===== src/fault_policy_pkg.sv =====
// Constants, types and register layout shared by the drive fault policy unit.
package fault_policy_pkg;

   // Register byte offsets on the Wishbone bus.
   localparam logic [7:0] CFG_OFFSET = 8'h00;
   localparam logic [7:0] LOSS_FREQ_OFFSET = 8'h04;
   localparam logic [7:0] STATUS_OFFSET = 8'h08;
   localparam logic [7:0] IRQ_STATUS_OFFSET = 8'h0C;
   localparam logic [7:0] IRQ_CLEAR_OFFSET = 8'h10;
   localparam logic [7:0] IRQ_ENABLE_OFFSET = 8'h14;
   localparam logic [7:0] SERIAL_CMD_OFFSET = 8'h18;

   // Monitored conditions, one policy cell each.
   localparam int NUM_COND = 5;
   localparam int COND_PHASE = 0;
   localparam int COND_EXT_TRIP = 1;
   localparam int COND_MOTOR_HOT = 2;
   localparam int COND_REF_LOSS = 3;
   localparam int COND_FAN_LOSS = 4;

   // Configuration register fields.
   localparam int CFG_W = 17;
   localparam int CFG_SRC_LSB = 0;
   localparam int CFG_PHASE_BIT = 3;
   localparam int CFG_EXT_LSB = 4;
   localparam int CFG_MOTOR_LSB = 6;
   localparam int CFG_REF_LSB = 8;
   localparam int CFG_FAN_LSB = 10;
   localparam int CFG_AUTO_LSB = 12;
   // Sources pin or key, phase fault, external disabled, motor fault, no action, fan warning.
   localparam logic [16:0] CFG_RESET = 17'h0048B;

   // Loss frequency register.
   localparam int FREQ_W = 16;
   localparam logic [15:0] LOSS_FREQ_RESET = 16'h0000;

   // Status register fields.
   localparam int STS_WARN_LSB = 0;
   localparam int STS_FAULT_LSB = 5;
   localparam int STS_STOP_BIT = 10;
   localparam int STS_MAINS_BIT = 11;
   localparam int STS_RETAIN_BIT = 12;
   localparam int STS_PRESET_BIT = 13;

   // Interrupt bits: fault raised per condition, then warning onset per condition.
   localparam int IRQ_W = 10;
   localparam int IRQ_FAULT_LSB = 0;
   localparam int IRQ_WARN_LSB = 5;
   localparam logic [9:0] IRQ_ENABLE_RESET = 10'h000;

   localparam int SER_RESET_BIT = 0;

   typedef enum logic [1:0] {
      POLICY_DISABLED = 2'b00,
      POLICY_WARNING = 2'b01,
      POLICY_FAULT = 2'b10
   } policy_t;

   typedef enum logic [1:0] {
      REF_NO_ACTION = 2'b00,
      REF_RETAIN = 2'b01,
      REF_PRESET = 2'b10,
      REF_FAULT = 2'b11
   } ref_mode_t;

   // Bit 0 digital input, bit 1 stop key, bit 2 serial command.
   typedef enum logic [2:0] {
      CLEAR_NONE = 3'b000,
      CLEAR_BY_INPUT_PIN = 3'b001,
      CLEAR_BY_STOP_KEY = 3'b010,
      CLEAR_BY_PIN_OR_KEY = 3'b011,
      CLEAR_BY_SERIAL_CMD = 3'b100,
      CLEAR_BY_PIN_OR_SERIAL = 3'b101,
      CLEAR_BY_KEY_OR_SERIAL = 3'b110,
      CLEAR_BY_ANY_SOURCE = 3'b111
   } clear_src_t;

   typedef struct packed {
      logic phase_fail;
      logic dc_bus_fed;
      logic ext_trip_assigned;
      logic ext_trip;
      logic motor_hot;
      logic ref_lost;
      logic fan_int_lost;
      logic fan_ext_lost;
   } monitor_t;

   typedef struct packed {
      logic reset_pin;
      logic stop_key;
      logic fault_display;
      logic [4:0] auto_clear;
   } manual_t;

endpackage : fault_policy_pkg


===== src/drive_fault_policy_unit.sv =====
// Drive fault policy unit: per-condition policy, fault latching, manual clearing and Wishbone registers.
// How it works
// RL1 - Manual sources clear a fault only when it is active and not auto-reset.
// RL2 - Eight manual source choices from a three-bit mask; default pin or key.
// RL3 - With no source selected every manual request is ignored and faults stay.
// RL4 - Stop key clears only while the fault display shows and key is selected.
// RL5 - Input phase monitoring is disabled or fault; default fault.
// RL6 - DC bus feed shows a mains-missing notice, removed once phase monitoring is off.
// RL7 - An assigned external trip input is ignored, warns or faults; default disabled.
// RL8 - Motor overtemperature is disabled, warning or fault; default fault.
// RL9 - Reference loss: no action, keep last speed, switch to preset, or fault.
// RL10 - Preset mode switches to the loss frequency register, reset value zero.
// RL11 - Internal or external fan loss is disabled, warning or fault; default warning.
// RL12 - Warnings flag and keep running; faults flag and command a stop.
// RL13 - A fault stays latched with stop asserted until an enabled source clears it.
// RL14 - A warning shows while its condition lasts and never blocks running.
//
// The Wishbone interface to the registers and the register offsets are this design's own decisions.
`timescale 1ns/1ps
module drive_fault_policy_unit
   import fault_policy_pkg::*;
#(
   parameter int ADDR_W = 8
) (
   // Clock and reset
   input wire logic clk_i,
   input wire logic rst_i,
   // Wishbone slave
   input wire logic wb_cyc_i,
   input wire logic wb_stb_i,
   input wire logic wb_we_i,
   input wire logic [ADDR_W-1:0] wb_adr_i,
   input wire logic [3:0] wb_sel_i,
   input wire logic [31:0] wb_dat_i,
   output logic [31:0] wb_dat_o,
   output logic wb_ack_o,
   // Monitored conditions and manual requests
   input wire monitor_t monitor_i,
   input wire manual_t manual_i,
   input wire logic [FREQ_W-1:0] ref_speed_i,
   // Drive commands and flags
   output logic stop_cmd_o,
   output logic [NUM_COND-1:0] warn_o,
   output logic [NUM_COND-1:0] fault_o,
   output logic mains_missing_o,
   output logic [FREQ_W-1:0] speed_ref_o,
   output logic irq_o
);

   logic [CFG_W-1:0] cfg_reg;
   logic [CFG_W-1:0] cfg_next;
   logic [FREQ_W-1:0] loss_freq_reg;
   logic [FREQ_W-1:0] loss_freq_next;
   logic [IRQ_W-1:0] irq_status_reg;
   logic [IRQ_W-1:0] irq_status_next;
   logic [IRQ_W-1:0] irq_enable_reg;
   logic [IRQ_W-1:0] irq_enable_next;
   logic ack_reg;
   logic [31:0] dat_reg;
   logic pin_prev_reg;
   logic key_prev_reg;
   logic [FREQ_W-1:0] held_speed_reg;
   logic [FREQ_W-1:0] speed_reg;
   logic [FREQ_W-1:0] speed_next;
   logic stop_reg;
   logic [NUM_COND-1:0] warn_reg;
   logic [NUM_COND-1:0] fault_reg;
   logic mains_reg;

   // Bus decode.
   wire access = wb_cyc_i && wb_stb_i && !ack_reg;
   wire wr_en = access && wb_we_i;
   wire sel_cfg = (wb_adr_i == CFG_OFFSET);
   wire sel_freq = (wb_adr_i == LOSS_FREQ_OFFSET);
   wire sel_status = (wb_adr_i == STATUS_OFFSET);
   wire sel_irq_status = (wb_adr_i == IRQ_STATUS_OFFSET);
   wire sel_irq_clear = (wb_adr_i == IRQ_CLEAR_OFFSET);
   wire sel_irq_enable = (wb_adr_i == IRQ_ENABLE_OFFSET);
   wire sel_serial = (wb_adr_i == SERIAL_CMD_OFFSET);
   wire [31:0] wmask = {{8{wb_sel_i[3]}}, {8{wb_sel_i[2]}}, {8{wb_sel_i[1]}}, {8{wb_sel_i[0]}}};
   wire [31:0] wdata = wb_dat_i & wmask;

   // Configuration fields.
   wire clear_src_t clear_src = clear_src_t'(cfg_reg[CFG_SRC_LSB +: 3]);
   wire phase_enabled = cfg_reg[CFG_PHASE_BIT];
   wire policy_t ext_mode = policy_t'(cfg_reg[CFG_EXT_LSB +: 2]);
   wire policy_t motor_mode = policy_t'(cfg_reg[CFG_MOTOR_LSB +: 2]);
   wire ref_mode_t ref_mode = ref_mode_t'(cfg_reg[CFG_REF_LSB +: 2]);
   wire policy_t fan_mode = policy_t'(cfg_reg[CFG_FAN_LSB +: 2]);
   wire [NUM_COND-1:0] auto_en = cfg_reg[CFG_AUTO_LSB +: NUM_COND];

   // Pin and key requests are taken on their rising edge so a held input clears once.
   wire pin_req = manual_i.reset_pin && !pin_prev_reg;
   wire key_req = manual_i.stop_key && !key_prev_reg;
   wire serial_req = wr_en && sel_serial && wb_sel_i[0] && wb_dat_i[SER_RESET_BIT];

   // RL2 source mask decode
   wire by_pin = clear_src[0];
   wire by_key = clear_src[1];
   wire by_serial = clear_src[2];
   // RL4 key needs fault display
   wire key_clear = by_key && key_req && manual_i.fault_display;
   // RL3 empty mask never clears
   wire manual_clear = (clear_src != CLEAR_NONE) && ((by_pin && pin_req) || key_clear || (by_serial && serial_req));

   // Per-condition inputs and policies.
   logic [NUM_COND-1:0] cond_vec;
   policy_t mode_vec [NUM_COND];
   logic [NUM_COND-1:0] clear_vec;
   logic [NUM_COND-1:0] warn_vec;
   logic [NUM_COND-1:0] fault_vec;
   logic [NUM_COND-1:0] fault_set_vec;
   logic [NUM_COND-1:0] warn_rise_vec;

   // RL5 phase loss, muted on DC feed
   assign cond_vec[COND_PHASE] = monitor_i.phase_fail && !monitor_i.dc_bus_fed;
   assign mode_vec[COND_PHASE] = phase_enabled ? POLICY_FAULT : POLICY_DISABLED;
   // RL7 external trip when assigned
   assign cond_vec[COND_EXT_TRIP] = monitor_i.ext_trip && monitor_i.ext_trip_assigned;
   assign mode_vec[COND_EXT_TRIP] = ext_mode;
   // RL8 motor overtemperature
   assign cond_vec[COND_MOTOR_HOT] = monitor_i.motor_hot;
   assign mode_vec[COND_MOTOR_HOT] = motor_mode;
   // RL9 reference loss fault
   assign cond_vec[COND_REF_LOSS] = monitor_i.ref_lost;
   assign mode_vec[COND_REF_LOSS] = (ref_mode == REF_FAULT) ? POLICY_FAULT : POLICY_DISABLED;
   // RL11 either cooling fan
   assign cond_vec[COND_FAN_LOSS] = monitor_i.fan_int_lost || monitor_i.fan_ext_lost;
   assign mode_vec[COND_FAN_LOSS] = fan_mode;

   genvar gi;
   generate
      for (gi = 0; gi < NUM_COND; gi++) begin : g_cell
         // RL1 manual only without auto-reset
         assign clear_vec[gi] = auto_en[gi] ? manual_i.auto_clear[gi] : (manual_clear && fault_vec[gi]);
         policy_cell u_cell (
            .clk_i(clk_i),
            .rst_i(rst_i),
            .cond_i(cond_vec[gi]),
            .mode_i(mode_vec[gi]),
            .clear_i(clear_vec[gi]),
            .warn_o(warn_vec[gi]),
            .fault_o(fault_vec[gi]),
            .fault_set_o(fault_set_vec[gi]),
            .warn_rise_o(warn_rise_vec[gi])
         );
      end
   endgenerate

   // RL6 mains-missing notice
   wire mains_next = monitor_i.dc_bus_fed && phase_enabled;

   // RL9 speed reference selection
   wire retain_active = monitor_i.ref_lost && (ref_mode == REF_RETAIN);
   // RL10 preset loss frequency
   wire preset_active = monitor_i.ref_lost && (ref_mode == REF_PRESET);
   assign speed_next = retain_active ? held_speed_reg : (preset_active ? loss_freq_reg : ref_speed_i);

   // Register writes; sticky interrupt sets win over a clear in the same cycle.
   wire [IRQ_W-1:0] irq_events = {warn_rise_vec, fault_set_vec};
   wire [IRQ_W-1:0] irq_clear = (wr_en && sel_irq_clear) ? wdata[IRQ_W-1:0] : {IRQ_W{1'b0}};
   assign irq_status_next = (irq_status_reg & ~irq_clear) | irq_events;
   assign cfg_next = (wr_en && sel_cfg) ? ((cfg_reg & ~wmask[CFG_W-1:0]) | wdata[CFG_W-1:0]) : cfg_reg;
   assign loss_freq_next = (wr_en && sel_freq) ?
      ((loss_freq_reg & ~wmask[FREQ_W-1:0]) | wdata[FREQ_W-1:0]) : loss_freq_reg;
   assign irq_enable_next = (wr_en && sel_irq_enable) ?
      ((irq_enable_reg & ~wmask[IRQ_W-1:0]) | wdata[IRQ_W-1:0]) : irq_enable_reg;

   // Read data; clear and serial registers are write-only and read zero like unmapped space.
   wire [31:0] status_word = {18'h00000, preset_active, retain_active, mains_reg, stop_reg, fault_reg, warn_reg};
   wire [31:0] rd_mux = sel_cfg ? {15'h0000, cfg_reg} :
                        sel_freq ? {16'h0000, loss_freq_reg} :
                        sel_status ? status_word :
                        sel_irq_status ? {22'h000000, irq_status_reg} :
                        sel_irq_enable ? {22'h000000, irq_enable_reg} :
                        32'h00000000;

   always_ff @(posedge clk_i) begin
      if (rst_i) begin
         cfg_reg <= CFG_RESET;
         loss_freq_reg <= LOSS_FREQ_RESET;
         irq_status_reg <= {IRQ_W{1'b0}};
         irq_enable_reg <= IRQ_ENABLE_RESET;
         ack_reg <= 1'b0;
         dat_reg <= 32'h00000000;
      end else begin
         cfg_reg <= cfg_next;
         loss_freq_reg <= loss_freq_next;
         irq_status_reg <= irq_status_next;
         irq_enable_reg <= irq_enable_next;
         ack_reg <= access;
         dat_reg <= (access && !wb_we_i) ? rd_mux : dat_reg;
      end
   end

   always_ff @(posedge clk_i) begin
      if (rst_i) begin
         pin_prev_reg <= 1'b0;
         key_prev_reg <= 1'b0;
         held_speed_reg <= {FREQ_W{1'b0}};
         speed_reg <= {FREQ_W{1'b0}};
      end else begin
         pin_prev_reg <= manual_i.reset_pin;
         key_prev_reg <= manual_i.stop_key;
         held_speed_reg <= monitor_i.ref_lost ? held_speed_reg : ref_speed_i;
         speed_reg <= speed_next;
      end
   end

   always_ff @(posedge clk_i) begin
      if (rst_i) begin
         stop_reg <= 1'b0;
         warn_reg <= {NUM_COND{1'b0}};
         fault_reg <= {NUM_COND{1'b0}};
         mains_reg <= 1'b0;
      end else begin
         // RL12 stop from any fault
         stop_reg <= |fault_vec;
         // RL14 warnings never stop
         warn_reg <= warn_vec;
         fault_reg <= fault_vec;
         mains_reg <= mains_next;
      end
   end

   assign wb_ack_o = ack_reg;
   assign wb_dat_o = dat_reg;
   assign stop_cmd_o = stop_reg;
   assign warn_o = warn_reg;
   assign fault_o = fault_reg;
   assign mains_missing_o = mains_reg;
   assign speed_ref_o = speed_reg;
   assign irq_o = |(irq_status_reg & irq_enable_reg);
endmodule : drive_fault_policy_unit


===== src/policy_cell.sv =====
// One monitored condition: warning level and latched stopping fault.
`timescale 1ns/1ps
module policy_cell
   import fault_policy_pkg::*;
(
   // Clock and reset
   input wire logic clk_i,
   input wire logic rst_i,
   // Condition and policy
   input wire logic cond_i,
   input wire policy_t mode_i,
   input wire logic clear_i,
   // Results
   output logic warn_o,
   output logic fault_o,
   output logic fault_set_o,
   output logic warn_rise_o
);

   logic fault_reg;
   logic fault_next;
   logic warn_prev_reg;
   logic trip;

   // RL14 warning follows condition
   assign warn_o = cond_i && (mode_i == POLICY_WARNING);
   // RL12 fault outcome trips
   assign trip = cond_i && (mode_i == POLICY_FAULT);
   // RL13 latched until cleared; a trip in the clearing cycle wins.
   assign fault_next = trip || (fault_reg && !clear_i);
   assign fault_set_o = trip && !fault_reg;
   assign warn_rise_o = warn_o && !warn_prev_reg;
   assign fault_o = fault_reg;

   always_ff @(posedge clk_i) begin
      if (rst_i) begin
         fault_reg <= 1'b0;
         warn_prev_reg <= 1'b0;
      end else begin
         fault_reg <= fault_next;
         warn_prev_reg <= warn_o;
      end
   end
endmodule : policy_cell


===== config.mk =====
export PLATFORM = sky130hd
export DESIGN_NAME = drive_fault_policy_unit
export DESIGN_NICKNAME = d
export VERILOG_FILES = /design/src/fault_policy_pkg.sv /design/src/drive_fault_policy_unit.sv /design/src/policy_cell.sv
export SDC_FILE = /design/constraint.sdc
export NUM_CORES = 1
export LEC_CHECK = 0
export ABC_AREA = 1
export BUFFER_PORTS_ARGS = -buffer_cell sky130_fd_sc_hd__buf_2
export CORE_MARGIN = 1.5
export CORE_UTILIZATION = 48
export DETAILED_ROUTE_END_ITERATION = 10
export GPL_TIMING_DRIVEN = 1
export MAX_ROUTING_LAYER = met4
export PLACE_DENSITY = 0.74
export SLEW_MARGIN = 40
export SYNTH_ARGS = -nofsm -noshare
export SYNTH_HDL_FRONTEND = slang
export SYNTH_SLANG_ARGS = --single-unit
export TNS_END_PERCENT = 5

===== constraint.sdc =====
create_clock -name clk_i -period 1.25 [get_ports clk_i]
set_input_delay 0.25 -clock clk_i [delete_from_list [all_inputs] [get_ports clk_i]]
set_output_delay 0.25 -clock clk_i [all_outputs]
set_load 0.01 [all_outputs]

* Word level (Yosys, flattened, before mapping) *
Cells that the tools add are included.

operators by class
  bitwise logic cells = 14
  reduce and logical (&&, ||, !) cells = 85
  muxes and demuxes = 15
  equal/unequal tests = 19

operators with widths
  cell                count
  $logic_and 1x1->1   53
  $mux 16             3
  $and 17x17->17      2
  $and 10x10->10      3
  $mux 10             3
  $eq 8x5->1 const B  3
  $logic_not 1->1     20
  $not 10->10         2
  $or 10x10->10       2
  $mux 17             1
  $not 17->17         1
  $or 17x17->17       1
  $and 16x16->16      1
  $eq 8x4->1 const B  2
  $not 16->16         1
  $or 16x16->16       1
  $eq 2x2->1 const B  7
  $mux 14             1
  $eq 2x1->1 const B  6
  $reduce_or 10->1    1
  $eq 8x3->1 const B  1
  $logic_not 8->1     1
  $logic_or 1x1->1    8
  $mux 1              5
  other kinds (3)     4

word-level totals
  word-level logic and storage cells = 157
  input bits = 81
  output and inout bits = 62
  register bits after elaboration = 142

* Depth between registers and ports, before layout *
Gate-level depths: netlist of the first run.

  word-level depth = 14
  depth in mapped cells = 10
  mapped depth without buffers = 9

* By module *
From an unflattened synthesis of the first run, not the netlist that was laid out.

unflattened totals
  cells, all modules = 801
  area total of the unflattened synthesis = 5684.2 sq um

modules (own cells, without submodules)
  module                   cells an instance  area an instance (sq um)  times used
  drive_fault_policy_unit  736                5252.5                    1
  policy_cell              13                 86.3                      5

* Worst setup path before layout of the first run *
Ideal clock, no wire load.

  path kind = register to register
  start point = reg ack_reg (netlist: wb_ack_o)
  end point = reg (tool-made name)
  cell stages (with the launch flop) = 9
  setup slack = -0.177 ns
  arrival time = 1.308 ns
  required time = 1.131 ns
  cells stage by stage = dfxtp_1 -> nand3b_4 -> nor2_4 -> nand2_2 -> clkinv_1 -> nand3_2 -> buf_2 -> o21ai_1 -> a21oi_1

RTL lines
  item                    RTL line                        text
  start, declared         drive_fault_policy_unit.sv:58   logic ack_reg;
  start signal, assigned  drive_fault_policy_unit.sv:191  ack_reg <= access;

==> impl_metrics.yaml, run 1 <==
cts:
  ctsHtreeMaxLevel: 4
  clock_sink_count: 120
  clock_pin_slew_reported_for_the_worst_setup_and_hold_paths_after_clock_tree_synthesis_ps: 50
  clock_insertion_delay_worst_skew_ps: 420
  clockRootBuffer: "clkbuf_16"
  cts-root-to-sink-buffers: 2
  cts_made_buffers: 17
  tritoncts: "done"
route:
  drt_drc_violations_left: 0
  detailedRoute.firstPassIterationCount: 6
  ant_nets: 0
  wl_per_cell_um: 15.8
  wl_um: 16500
  drt_iter0_drc: 527
  drt-vias-per-instance: 5.29
  vias: 5546
place:
  place_congestion: 0.999
  detailed_placer_s_ending_hpwl_um: 11700
  port_buffers: 109
  dpl_cell_area_sq_um: 6440
yosys:
  synth_ff_type: "dfxtp_1"
  seq_area_frac_synth: 0.439
  mappedNetlistArea_sq_um: 5470
  ys_top_cells_by_area: "dfxtp_1 (44%), a21oi_1 (10%), o21ai_0 (7.7%)"
  asr_flop_ratio_synth: 0
  synth_enable_flop_cells: 0
  synth_largest_type_area_fraction: 0.439
  avgSynthCellArea_sq_um: 7.40
  netlist_instances: 739
  post_synth_num_cell_types: 31
  synth-seq-cells: 120
  yosys_warn_count: 0
  synthDominantAreaCellType: "dfxtp_1"
pwr:
  power_frac_comb: 0.081
  seqPwrFrac: 0.406
  total_power_mw: 9.77
  leakage_nw: 3.42
  netSwitchingFraction: 0.237
  power.ir.vdd_worst_uv: 1160
  power-per-cell-area_nw_per_um2: 1330
  switchingPower_mw: 2.31
  clock_power_share: 0.513
  cell_internal_pwr_mw: 7.46
critical_path:
  worst_ep_arrival_time_ps: 1340
  r2r_slack_ps: -250
  worstReg2RegStart: "wb_ack_o"
  reg2reg_depth: 8
  required_ps: 1000
  crit_fanout: 2
  critical_path.startpoint_type: "flip-flop"
  worst_setup_path_endpoint: "irq_o"
  timing_worst_setup_path_type: "flip-flop to primary output"
  reg2reg_to: "g_cell[0].u_cell.fault_o"
  critPathCaptureType: "primary output"
sta:
  unrepaired_setup_endpoints_after_global_routing: "true"
  setup-tns-final_ps: -11430
  report.final.setup_viol: 74
  post-route-worst-setup-slack_ps: -339
  finalMaxSlewViolations: 0
  hold_violations: 0
  post-route-period-util: 1.27
  clock_skew_ps: 5.26
  fmax_ghz: 0.629
  final_period_minus_worst_setup_slack_ps: 1590
die:
  core_sq_um: 11000
  number_of_top_level_pins: 143
  floorplan.initialDensity: 0.498
  rows: 38
  die_y_um: 110
  die-width_um: 110
  design.die.area_sq_um: 12000
global_route:
  antenna_found_initial: 0
  largest_net_degree_at_the_start_of_global_routing: 51
  grt.overflow.total: 0
  vias_in_the_first_global_route: 5074
  grt_pass1_wl_um: 25700
  grt_usage: 0.293
finish:
  fin_util: 0.669
  fin_area_sq_um: 7350
  design.final.nets: 976
  drive_gt1_frac: 0.311
  antenna_cells_inserted: 0
  area_delta_synth_final_pct: 34.3
worst_hold_path:
  kind_of_path_behind_the_tightest_hold_check: "primary input to flip-flop"
  worstHoldPathCells: 3
run_status:
  status: "complete, but fails checks"
  failed_checks: "setup timing"
run:
  number_of_maximum_capacitance_violations: 0
-- metrics by stage --
step	hold WS (ps)	cells	setup slack (ps)
after CTS	40.9	1043	-363
after detailed placement	444	1007	-303
after floorplan	375	755	-140
final	50.4	1048	-339
after global routing	51.8	1048	-407
after global placement	442	1007	-300
-- layer usage --
metal / up-vias / routed length (um) / GRT usage
met5: - / 0 / -
met4: 0 / 505 / 0.125
met3: 48 / 1520 / 0.0777
met2: 276 / 7600 / 0.445
met1: 2509 / 6900 / 0.366
li1: 2713 / - / -
-- critical path, cell delays in order (launching register included) --
cell and delay (ps):
dfxtp_2 320, nand2_2 70, nand4_1 120, a221oi_2 190, nand2_1 80, buf_2 140
-- cells in the final DEF, fill, tap and decap left out, types with 6 or more instances in the layout --
master	synthesis	routed
a21oi_1	112	101
a21oi_2	0	11
buf_12	0	6
buf_2	4	109
buf_4	22	49
buf_6	3	8
clkbuf_16	0	17
clkinvlp_4	0	7
conb_1	1	17
dfxtp_1	120	110
dfxtp_2	0	10
inv_1	110	108
nand2_1	99	94
nand2_2	4	6
nand3_1	41	37
nand3_2	5	7
nand4_1	8	8
nor2_1	39	39
nor2_4	9	10
nor4_1	6	6
o21ai_0	84	51
o21ai_1	19	39
o21ai_2	0	13
-- worst min path at each step --
stage                       start                 end
2_1_floorplan         manual_i[6]        key_prev_reg
4_1_cts               manual_i[6]        key_prev_reg
3_3_place_gp    held_speed_reg[4]   held_speed_reg[4]
3_5_place_dp   held_speed_reg[12]  held_speed_reg[12]
5_1_grt               manual_i[6]        key_prev_reg
6_report              manual_i[6]        key_prev_reg
-- timing repair --
action	4_1_cts	5_1_grt
setup buffers	4	4
endpoints found under the setup margin	75	85
gates cloned	0	1
gates resized for setup	63	34
hold endpoints to repair	0	0
hold buffers	0	0
pin swaps	10	8
-- cells in the mapped netlist, drive strengths merged (2+ instances only) --
| master | instances |
|---|---|
| nor3 | 3 |
| buf | 31 |
| a221oi | 2 |
| nand3 | 47 |
| dfxtp | 120 |
| a211oi | 4 |
| o21ai | 103 |
| a21oi | 112 |
| nor2 | 51 |
| nand2 | 106 |
| inv | 113 |
| nor4 | 6 |
| o211ai | 3 |
| nand4 | 8 |
| o221ai | 5 |
| clkbuf | 21 |
-- area by class of cell --
class                   count  area, sq um
well taps                 140          175
flip-flops and latches    120         2410
inverters                 114          434
fillers                   902         3630
clock inverters            11          148
repair buffers            172         1120
clock buffers              21          460
multi-input cells         470         2590
-- kinds of logic after synthesis --
kind of cell	Yosys count	share of synthesized area
flops	120	0.439
compound gates	230	0.219
other cells	1	0.000686
buf+inv	166	0.134
simple gates	222	0.207
-- power by group through the flow --
| stage | clock [mW] | sequential, mW | combinational, mW |
|---|---|---|---|
| 6_report | 5.01 | 3.96 | 0.792 |
| 5_1_grt | 5.22 | 3.97 | 0.873 |
| 4_1_cts | 5.03 | 3.96 | 0.761 |
| 3_5_place_dp | 0 | 4.04 | 0.724 |
| 3_3_place_gp | 0 | 4.04 | 0.720 |
| 2_1_floorplan | 0 | 4.06 | 0.398 |
Note: power is estimated with default switching activity, not from simulation.
==> run 2, diff against run 1 <==
--- a/config.mk
+++ b/config.mk
@@ -7,6 +7,8 @@
 export LEC_CHECK = 0
 export ABC_AREA = 1
 export BUFFER_PORTS_ARGS = -buffer_cell sky130_fd_sc_hd__buf_2
+export CAP_MARGIN = 15
+export CORE_ASPECT_RATIO = 0.9
 export CORE_MARGIN = 1.5
 export CORE_UTILIZATION = 48
 export DETAILED_ROUTE_END_ITERATION = 10
==> impl_metrics.yaml, run 2 (synthesis gave the netlist of run 1 again) <==
critical_path:
  required_ps: 1000
  crit_fanout: 2
  cp_slowest_stage_delay_ps: 320
  worst_ep_arrival_time_ps: 1370
  reg2reg_depth: 7
  cp_cell_sequence: "nand2_2 -> nand4_1 -> a221oi_2 -> nand2_1 -> buf_2"
  timing_worst_setup_path_type: "flip-flop to primary output"
  critPathCaptureType: "primary output"
  critical_path.startpoint_type: "flip-flop"
  cp_slowest_cell: "dfxtp_2"
finish:
  antenna_cells_inserted: 0
  layout_commonest_cell: "dfxtp_1"
  drive_gt1_frac: 0.300
  n_fill_cell: 954
  layout.area.seq_sq_um: 2410
  fin_util: 0.662
  design.final.nets: 966
  final-instance-count-excl-fill: 1050
  multi_input_area_sq_um: 2570
  layout_common_cells: "dfxtp_1 (112), buf_2 (109), inv_1 (107)"
  area_delta_synth_final_pct: 32.5
die:
  die-width_um: 116
  floorplan.initialDensity: 0.500
  design.die.area_sq_um: 12000
  rows: 36
  number_of_top_level_pins: 143
  core_sq_um: 10900
  die_y_um: 104
global_route:
  vias_in_the_first_global_route: 4938
  largest_net_degree_at_the_start_of_global_routing: 55
  grt.overflow.total: 0
  grt_use_met1: 0.370
  met3_track_utilization_from_global_routing: 0.0583
  grt.busiest_layer: "met2"
  antenna_found_initial: 0
  groute.layer.met2.usage: 0.418
  grt_usage: 0.281
  grt_pass1_wl_um: 25200
pwr:
  power_frac_comb: 0.083
  leakage_nw: 3.39
  cell_internal_pwr_mw: 7.10
  netSwitchingFraction: 0.243
  power-per-cell-area_nw_per_um2: 1290
  power.ir.vdd_worst_uv: 845
  clock_power_share: 0.496
  seqPwrFrac: 0.422
  switchingPower_mw: 2.28
run:
  number_of_maximum_capacitance_violations: 0
route:
  drt-vias-per-instance: 5.23
  drt_drc_violations_left: 0
  drt_iter0_drc: 577
  vias: 5492
  ant_nets: 0
  wl_per_cell_um: 15.6
  detailedRoute.firstPassIterationCount: 5
  wl_um: 16400
cts:
  clock_insertion_delay_worst_skew_ps: 420
  tritoncts: "done"
  clockRootBuffer: "clkbuf_16"
  cts_made_buffers: 17
  clock_sink_count: 120
  clock_pin_slew_reported_for_the_worst_setup_and_hold_paths_after_clock_tree_synthesis_ps: 50
  ctsHtreeMaxLevel: 4
  cts-root-to-sink-buffers: 2
  cts.hold.buffers_added: 0
worst_hold_path:
  kind_of_path_behind_the_tightest_hold_check: "primary input to flip-flop"
  worstHoldPathCells: 3
sta:
  report.final.setup_viol: 75
  clock_skew_ps: 6.39
  post-route-worst-setup-slack_ps: -374
  post-route-period-util: 1.30
  fmax_ghz: 0.616
  unrepaired_setup_endpoints_after_global_routing: "true"
  final_period_minus_worst_setup_slack_ps: 1620
  finalMaxSlewViolations: 0
  hold_violations: 0
place:
  port_buffers: 109
  post-place-cells: 1015
  place_congestion: 0.995
  detailed_placer_s_ending_hpwl_um: 11500
run_status:
  status: "complete, but fails checks"
  failed_checks: "setup timing"
[run 2: worst max-delay path: cells and delay by family (launching register included)]
kind / cells / cell delay, ps
AND/OR/NAND/NOR: 3 / 280
buffers and inverters: 1 / 150
flip-flops: 1 / 320
AO/OA/AOI/OAI: 1 / 210
[run 2: power groups by stage]
| stage | Clock (mW) | Combinational, mW | Sequential (mW) |
|---|---|---|---|
| 2_1_floorplan | 0 | 0.398 | 4.06 |
| 3_3_place_gp | 0 | 0.717 | 4.04 |
| 3_5_place_dp | 0 | 0.725 | 4.04 |
| 4_1_cts | 4.64 | 0.746 | 3.96 |
| 5_1_grt | 4.87 | 0.851 | 3.96 |
| 6_report | 4.65 | 0.776 | 3.96 |
[run 2: repair_timing]
action	in CTS	in global routing
pin swaps	10	6
setup endpoints to repair	74	89
setup buffers	0	1
cloned	1	1
endpoints found under the hold margin	0	0
resized for setup	42	44
[run 2: per-stage QoR]
| stage | setup slack [ps] | instance area [sq um] | TNS [ps] | hold WS, ps | total power, mW |
|---|---|---|---|---|---|
| floorplan | -140 | 5550 | -2530 | 375 | 4.45 |
| global placement | -280 | 6450 | -14820 | 442 | 4.75 |
| detailed placement | -336 | 6450 | -17020 | 445 | 4.76 |
| CTS | -373 | 7110 | -7650 | 47.0 | 9.35 |
| global route | -491 | 7250 | -14260 | 58.8 | 9.69 |
| finish | -374 | 7250 | -9480 | 47.3 | 9.38 |
[run 2: area by class of cell]
cell class | count | area share
clock buffer | 21 | 0.0649
clock inverter | 11 | 0.0136
inverter | 114 | 0.0595
multi-input combinational | 470 | 0.355
sequential | 120 | 0.333
tap | 152 | 0.0262
timing repair buffer | 162 | 0.148
[run 2: path summary, 6_finish.rpt]
path / start / slack (ps) / to
worst max-delay path: flip-flop / -370 / irq_o
worst max register to register: wb_ack_o / -210 / flip-flop
worst min register to register: held_speed_reg[13] / 460 / held_speed_reg[13]
worst min-delay path: manual_i[6] / 50 / key_prev_reg
[run 2: layer usage]
layer  vias up  part of all wire
met5         -                 0
li1       2695                 -
met1      2524              0.43
met2       231              0.46
met4         0             0.029
met3        42             0.077
